### config.mk
export PLATFORM = sky130hd
export DESIGN_NAME = alias_remapper
export DESIGN_NICKNAME = d
export VERILOG_FILES = /design/src/remap_pkg.sv /design/src/alias_remapper.sv /design/src/alias_pair_match.sv
export SDC_FILE = /design/constraint.sdc
export NUM_CORES = 1
export LEC_CHECK = 0
export ABC_AREA = 1
export BUFFER_PORTS_ARGS = -buffer_cell sky130_fd_sc_hd__buf_2
export CORE_AREA = 10 10 136 138
export CTS_BUF_LIST = sky130_fd_sc_hd__clkbuf_8 sky130_fd_sc_hd__clkbuf_16
export DETAILED_ROUTE_END_ITERATION = 8
export DIE_AREA = 0 0 146 148
export HOLD_SLACK_MARGIN = 0.03
export PLACE_DENSITY = 0.77
export SYNTH_ARGS = -nofsm -noshare
export SYNTH_HDL_FRONTEND = slang
export SYNTH_SLANG_ARGS = --single-unit
### constraint.sdc
create_clock -name pclk -period 4.47 [get_ports pclk]
set_input_delay 0.894 -clock pclk [delete_from_list [all_inputs] [get_ports pclk]]
set_output_delay 0.894 -clock pclk [all_outputs]
set_load 0.02 [all_outputs]
### src/remap_pkg.sv
// Constants for the remote target alias remapper: register indices,
// field positions and reset values.
// Assumes APB byte addresses are four times the register index.
package remap_pkg;

    localparam int NUM_PAIRS = 8;
    localparam int ADDR_W = 7;
    localparam int IDX_W = 3;

    // Register indices as printed; byte address is index times four
    localparam logic [7:0] REMOTE_TARGET_ADDR_0_IDX = 8'h39;
    localparam logic [7:0] REMOTE_TARGET_ADDR_4_IDX = 8'h3D;
    localparam logic [7:0] REMOTE_TARGET_ADDR_5_IDX = 8'h3E;
    localparam logic [7:0] REMOTE_TARGET_ADDR_6_IDX = 8'h3F;
    localparam logic [7:0] REMOTE_TARGET_ADDR_7_IDX = 8'h40;
    localparam logic [7:0] TARGET_ALIAS_0_IDX = 8'h41;
    localparam logic [7:0] TARGET_ALIAS_7_IDX = 8'h48;
    localparam logic [7:0] REMAP_STATUS_IDX = 8'h49;

    // Field layout of both register kinds
    localparam int FIELD_HI = 7;
    localparam int FIELD_LO = 1;
    localparam int AUTO_ACK_BIT = 0;

    // Status register layout
    localparam int ST_HIT_BIT = 0;
    localparam int ST_IDX_LO = 1;
    localparam int ST_AACK_BIT = 4;
    localparam int ST_MISS_BIT = 5;

    localparam logic [6:0] ADDR_RST = 7'h00;
    localparam logic AUTO_ACK_RST = 1'b0;
    localparam logic [6:0] ALIAS_OFF = 7'h00;

endpackage

### src/alias_remapper.sv
// Remote target alias remapper: APB register file of target/alias pairs
// and the translation of incoming I2C target addresses.
// Assumes the local I2C decoder and the control channel run on pclk.
//
// Behaviour
// Target register holds 7-bit address, resets zero
// Alias hit substitutes target address before forwarding
// Alias field bits 7:1 compared with incoming address
// Alias zero maps to target register zero
// Zero alias disables its path
// Auto-ack bit acknowledges writes without remote answer
// Software keeps auto-ack cleared except when debugging
// Alias resets zero, auto-ack bit resets cleared
// Every alias pairs with equal-index target
// Unmatched address is neither remapped nor forwarded
//
// Local design decision: the APB interface to the registers.
`timescale 1ns/100ps

module alias_remapper (
    input wire logic pclk,
    input wire logic presetn,
    input wire logic psel,
    input wire logic penable,
    input wire logic pwrite,
    input wire logic [11:0] paddr,
    input wire logic [31:0] pwdata,
    output logic [31:0] prdata,
    output logic pready,
    output logic pslverr,
    input wire logic req_valid,
    input wire logic [6:0] req_addr,
    input wire logic req_write,
    output logic fwd_valid,
    output logic [6:0] fwd_addr,
    output logic fwd_write,
    output logic [2:0] fwd_index,
    output logic auto_ack,
    output logic miss
);

    typedef struct packed {
        logic [remap_pkg::NUM_PAIRS-1:0][remap_pkg::ADDR_W-1:0] tgt;
        logic [remap_pkg::NUM_PAIRS-1:0][remap_pkg::ADDR_W-1:0] alias_id;
        logic [remap_pkg::NUM_PAIRS-1:0] aack;
        logic [31:0] prdata;
        logic pready;
        logic pslverr;
        logic fwd_valid;
        logic [remap_pkg::ADDR_W-1:0] fwd_addr;
        logic fwd_write;
        logic [remap_pkg::IDX_W-1:0] fwd_index;
        logic auto_ack;
        logic miss;
        logic last_hit;
        logic [remap_pkg::IDX_W-1:0] last_idx;
        logic last_aack;
        logic last_miss;
    } state_s;

    state_s state_reg;
    state_s state_next;

    logic [remap_pkg::NUM_PAIRS-1:0] alias_hit;
    logic any_hit;
    logic [remap_pkg::IDX_W-1:0] hit_idx;
    logic [remap_pkg::ADDR_W-1:0] hit_tgt;
    logic [7:0] reg_idx;
    logic word_ok;
    logic is_tgt;
    logic is_alias;
    logic is_status;
    logic mapped;
    logic [remap_pkg::IDX_W-1:0] sel;
    logic setup;
    logic wr_access;

    // Decoder: one comparator per alias
    genvar g;
    generate
        for (g = 0; g < remap_pkg::NUM_PAIRS; g++)
        begin : g_match
            alias_pair_match #(
                .W(remap_pkg::ADDR_W)
            ) u_match (
                .alias_id(state_reg.alias_id[g]),
                .addr(req_addr),
                .hit(alias_hit[g])
            );
        end
    endgenerate

    // Lowest index wins if software programs two equal aliases
    function automatic logic [remap_pkg::IDX_W-1:0] first_hit(
        input logic [remap_pkg::NUM_PAIRS-1:0] hits
    );
        logic [remap_pkg::IDX_W-1:0] idx;
        idx = '0;
        for (int i = remap_pkg::NUM_PAIRS - 1; i >= 0; i--)
        begin
            if (hits[i])
            begin
                idx = remap_pkg::IDX_W'(i);
            end
        end
        return idx;
    endfunction

    assign any_hit = |alias_hit;
    assign hit_idx = first_hit(alias_hit);
    assign hit_tgt = state_reg.tgt[hit_idx];

    // APB decode; reg_idx is the word index
    assign reg_idx = paddr[9:2];
    assign word_ok = (paddr[1:0] == 2'h0) && (paddr[11:10] == 2'h0);
    assign is_tgt = word_ok
        && (reg_idx >= remap_pkg::REMOTE_TARGET_ADDR_0_IDX)
        && (reg_idx <= remap_pkg::REMOTE_TARGET_ADDR_7_IDX);
    assign is_alias = word_ok
        && (reg_idx >= remap_pkg::TARGET_ALIAS_0_IDX)
        && (reg_idx <= remap_pkg::TARGET_ALIAS_7_IDX);
    assign is_status = word_ok && (reg_idx == remap_pkg::REMAP_STATUS_IDX);
    assign mapped = is_tgt || is_alias || is_status;
    assign sel = is_tgt
        ? remap_pkg::IDX_W'(reg_idx - remap_pkg::REMOTE_TARGET_ADDR_0_IDX)
        : remap_pkg::IDX_W'(reg_idx - remap_pkg::TARGET_ALIAS_0_IDX);
    assign setup = psel && !penable;
    assign wr_access = psel && penable && state_reg.pready && pwrite;

    always_comb
    begin
        logic [31:0] rd;
        rd = '0;
        state_next = state_reg;

        // Registers answer with zero wait states
        state_next.pready = 1'b0;
        state_next.pslverr = 1'b0;
        if (is_tgt)
        begin
            rd[remap_pkg::FIELD_HI:remap_pkg::FIELD_LO] =
                state_reg.tgt[sel];
        end
        else if (is_alias)
        begin
            rd[remap_pkg::FIELD_HI:remap_pkg::FIELD_LO] =
                state_reg.alias_id[sel];
            rd[remap_pkg::AUTO_ACK_BIT] = state_reg.aack[sel];
        end
        else if (is_status)
        begin
            rd[remap_pkg::ST_HIT_BIT] = state_reg.last_hit;
            rd[remap_pkg::ST_IDX_LO +: remap_pkg::IDX_W] =
                state_reg.last_idx;
            rd[remap_pkg::ST_AACK_BIT] = state_reg.last_aack;
            rd[remap_pkg::ST_MISS_BIT] = state_reg.last_miss;
        end
        if (setup)
        begin
            state_next.pready = 1'b1;
            state_next.pslverr = !mapped;
            state_next.prdata = pwrite ? 32'h0000_0000 : rd;
        end

        // Writes land at the completing access edge only
        if (wr_access && is_tgt)
        begin
            state_next.tgt[sel] =
                pwdata[remap_pkg::FIELD_HI:remap_pkg::FIELD_LO];
        end
        if (wr_access && is_alias)
        begin
            state_next.alias_id[sel] =
                pwdata[remap_pkg::FIELD_HI:remap_pkg::FIELD_LO];
            state_next.aack[sel] = pwdata[remap_pkg::AUTO_ACK_BIT];
        end

        // Translation uses the table as it stood before any same-edge write
        state_next.fwd_valid = 1'b0;
        state_next.auto_ack = 1'b0;
        state_next.miss = 1'b0;
        if (req_valid && any_hit)
        begin
            state_next.fwd_valid = 1'b1;
            state_next.fwd_addr = hit_tgt;
            state_next.fwd_write = req_write;
            state_next.fwd_index = hit_idx;
            // Local ack ignores link lock and the remote answer
            state_next.auto_ack = req_write && state_reg.aack[hit_idx];
            state_next.last_hit = 1'b1;
            state_next.last_idx = hit_idx;
            state_next.last_aack = req_write && state_reg.aack[hit_idx];
            state_next.last_miss = 1'b0;
        end
        else if (req_valid)
        begin
            // Other logic owns unmatched traffic
            state_next.miss = 1'b1;
            state_next.last_hit = 1'b0;
            state_next.last_aack = 1'b0;
            state_next.last_miss = 1'b1;
        end
    end

    always_ff @(posedge pclk or negedge presetn)
    begin
        if (!presetn)
        begin
            state_reg <= '0;
            state_reg.tgt <= {remap_pkg::NUM_PAIRS{remap_pkg::ADDR_RST}};
            state_reg.alias_id <=
                {remap_pkg::NUM_PAIRS{remap_pkg::ADDR_RST}};
            state_reg.aack <=
                {remap_pkg::NUM_PAIRS{remap_pkg::AUTO_ACK_RST}};
        end
        else
        begin
            state_reg <= state_next;
        end
    end

    assign prdata = state_reg.prdata;
    assign pready = state_reg.pready;
    assign pslverr = state_reg.pslverr;
    assign fwd_valid = state_reg.fwd_valid;
    assign fwd_addr = state_reg.fwd_addr;
    assign fwd_write = state_reg.fwd_write;
    assign fwd_index = state_reg.fwd_index;
    assign auto_ack = state_reg.auto_ack;
    assign miss = state_reg.miss;
endmodule

### src/alias_pair_match.sv
// One alias comparator of the remapper's address decoder.
// Assumes the alias and address come from the same clock domain.
`timescale 1ns/100ps

module alias_pair_match #(
    parameter int W = 7
) (
    input wire logic [W-1:0] alias_id,
    input wire logic [W-1:0] addr,
    output logic hit
);

    // A zero alias never matches, so the path stays closed
    assign hit = (alias_id != W'(0)) && (alias_id == addr);

endmodule

==> run_results.csv <==
group,metric,value,unit
setup_path,critical_path.top_delay_family,"simple AND/OR/NAND/NOR gates",
global_routing,top_usage_layer,"met2",
timing,period_minus_slack,3.194,ns
setup_path,worstPathMaxFanout,15,
global_routing,grt_first_pass_wirelength,41390,um
setup_path,path_cells,"buf_2 > inv_2 > ha_1 > nand2_1 > nand2_1 > nor3_1 > inv_2 > nor2_1 > o21ai_0",
timing,hold_slack,0.4802,ns
synthesis,synthesis.instances,1080,
synthesis,synthSimpleGateAreaFrac,22.78,%
run_status,status,"finished clean",
synthesis,yosysWarnings,0,
setup_path,criticalPathCategory,"input pin to register",
timing,setup_viol,0,
floorplanning,die_w,146,um
setup_path,worst-r2r-setup-slack,1.76,ns
cts,cts_tree,"done",
power,pwr-share-comb,10.6,%
global_routing,grt.met1_usage,33.92,%
final_layout,drive_gt1_share,14.88,%
timing,max_freq,313.1,MHz
global_routing,overflow,0,
global_routing,use_met2,36.01,%
power,p_int,0.002439,W
final_layout,final_common_cell,"nand2_1",
floorplanning,num_io_pins,106,
placement,placedCellCount,1307,
cts,h-tree-depth,4,
cts,cts_hold_buffers,0,
timing,fin_setup_tns,0,ns
global_routing,grt_pass1_vias,7187,
final_layout,largest_register_ffs,126,
timing,slew_headroom,43.40,%
setup_path,crit_slowest_cell,"nor2_1",
synthesis,netlist_area,8482,um^2
synthesis,async_reset_ff_share,100.0,%
timing,grt_setup_unrepaired,"no",
synthesis,ys_types,46,
detailed_routing,wl_per_cell,19.75,um
detailed_routing,drcViolationCount,0,
detailed_routing,first_iter_violations,1082,
synthesis,synth-xor-area-share,2.168,%
power,swShare,25.48,%
cts,post_cts_buffers,0,
cts,clk_pin_slew,0.06,ns
timing,slew_viol_final,0,
power,max-vdd-ir-drop,0.2756,mV
setup_path,crit_path_end_kind,"register",
setup_path,critPathBufInv,3,
detailed_routing,vias,7722,
final_layout,diodes,0,
cts,clockBufferDepth,2,
setup_path,worst_setup_path_start_kind,"input pin",
power,p_per_area,351.5,nW/um^2
setup_path,worstPathArrival,3.47,ns
cts,clk_latency,0.44,ns
min_path,hold_class,"register to register",
synthesis,synth_edf_count,0,
global_routing,grt_max_degree,91,
cts,cts_buffers,17,
final_layout,multi_input_area,3744,um^2
detailed_routing,ant_nets,0,
synthesis,synth_mux_area_share,2.655,%
floorplanning,rows,46,
synthesis,syn_area_per_cell,7.854,um^2
synthesis,synthAdderAreaFrac,0.2950,%
synthesis,synth-compound-area-share,15.18,%
floorplanning,start_util,53.98,%
final_layout,syn2layout_area_growth,9.795,%
detailed_routing,vias_per_cell,5.771,
timing,fin_crit_sh,71.45,%
final_layout,regArea,3679,um^2
power,p_leak,4.470,nW
final_layout,layout.cells.most_common_list,"275 x nand2_1, 147 x dfrtp_1, 124 x inv_1",
power,p_seq_share,42.2,%
synthesis,synth_flop_cell,"dfrtp_1",
floorplanning,die_area,21610,um^2
synthesis,ys_seq_elements,147,
global_routing,met3_usage,6.654,%
power,switchingPower,0.0008341,W
global_routing,gr-usage-all-layers,24.32,%
placement,place_hpwl,18330,um
final_layout,fillers,1414,
final_layout,fin_nets,1170,
placement,place_congestion,0.9503,
setup_path,max_stage_delay,0.67,ns
cts,cts-resized-gates,0,
power,p_clk_share,47.2,%
timing,worst_slew_pin_slew,0.8489,ns
synthesis,synth_top_family_by_area,"simple AND/OR/NAND/NOR gates",
timing,clock_skew,0.008139,ns
detailed_routing,drt-total-wl,26430,um
timing,hold_viol,0,
setup_path,worst_ep_required_time,4.75,ns
floorplanning,core_area,15710,um^2
detailed_routing,drt_pass1_iterations,6,
placement,numPortBuffers,57,
synthesis,yosysSeqAreaShare,43.37,%
cts,cts-root-buf,"clkbuf_16",
floorplanning,fp.dieH,148,um
final_layout,instances_no_fill,1338,
global_routing,antenna_found_initial,0,
job,max_cap_violations,0,
cts,clock_sinks,147,
-- final timing paths --
| path | startpoint | endpoint | cells past startpoint |
|---|---|---|---|
| setup / recovery | paddr[2] | state_reg[141] | 9 |
| hold / removal | prdata[7] | prdata[7] | 2 |
| setup reg to reg | state_reg[104] | state_reg[1] | 20 |
| hold reg to reg | prdata[7] | prdata[7] | 2 |
| max in group asynchronous | presetn | prdata[4] | 2 |
| min in group asynchronous | presetn | state_reg[81] | 1 |
-- cell type report --
cell class	count	area share, %
clock buffers	21	5.159
clock inverters	10	1.679
inverters	137	5.683
multi-input cells	730	40.20
flip-flops and latches	147	39.50
well taps	216	2.902
repair buffers	77	4.877
-- worst reg2reg max path, stage by stage (launching register included) --
cell	delay (ns)
dfrtp_1	0.45
inv_1	0.08
nand2_1	0.06
nand2_1	0.05
nor2_1	0.13
nand2_1	0.06
nor2_1	0.12
nand2_1	0.11
nand2_1	0.09
nand2_1	0.05
nand2_1	0.07
nand2_1	0.06
nand2_2	0.08
nand2_4	0.08
nand2_4	0.27
buf_4	0.33
nand2_1	0.09
nand3_1	0.10
nand3_1	0.11
nand3_1	0.14
nand2_1	0.07
-- cells in the mapped netlist, drive strengths merged, types with 5 or more instances --
library cell / instances / area (um^2)
a21oi: 16 / 91.34
a221oi: 8 / 70.07
a31oi: 5 / 31.28
buf: 76 / 568.0
clkbuf: 13 / 48.80
dfrtp: 147 / 3679
inv: 135 / 521.8
mux2: 20 / 225.2
nand2: 285 / 1105
nand3: 64 / 340.3
nand4: 10 / 62.56
nor2: 63 / 254.0
nor3: 12 / 75.07
nor4: 13 / 87.58
o2111ai: 8 / 70.07
o211ai: 7 / 82.58
o21ai: 121 / 605.6
o22ai: 39 / 244.0
xnor2: 10 / 87.58
xor2: 11 / 96.34
-- per-stage QoR --
step / utilization (%) / instance area (um^2) / power, W / setup slack (ns)
2_1_floorplan: - / 8568 / 0.001657 / 1.887
3_3_place_gp: 55.22 / 8676 / 0.001743 / 0.9811
3_5_place_dp: 55.22 / 8676 / 0.001745 / 0.9488
4_1_cts: 59.27 / 9313 / 0.003274 / 1.367
5_1_grt: 59.27 / 9313 / 0.003373 / 1.070
6_report: 59.27 / 9313 / 0.003273 / 1.276
-- cell families after synthesis --
kind of cell / after synthesis
buf+inv: 226
simple gates: 448
flops: 147
compound gates: 215
mux: 20
xor+xnor: 21
fa+ha+maj: 2
other cells: 1
-- power by group through the flow --
| stage | clock network, W | logic, W | registers [W] |
|---|---|---|---|
| 3_5_place_dp | 0 | 0.000341 | 0.00140 |
| 4_1_cts | 0.00155 | 0.000341 | 0.00138 |
| 6_report | 0.00155 | 0.000345 | 0.00138 |
| 5_1_grt | 0.00161 | 0.000373 | 0.00139 |
| 3_3_place_gp | 0 | 0.000338 | 0.00140 |
| 2_1_floorplan | 0 | 0.000249 | 0.00141 |
-- layer usage --
metal | up-vias | wire length (um)
met5 | - | 0
met4 | 0 | 452
met3 | 38 | 3225
met2 | 487 | 11630
met1 | 3647 | 11120
li1 | 3550 | -
(Power assumes the default switching activity.)
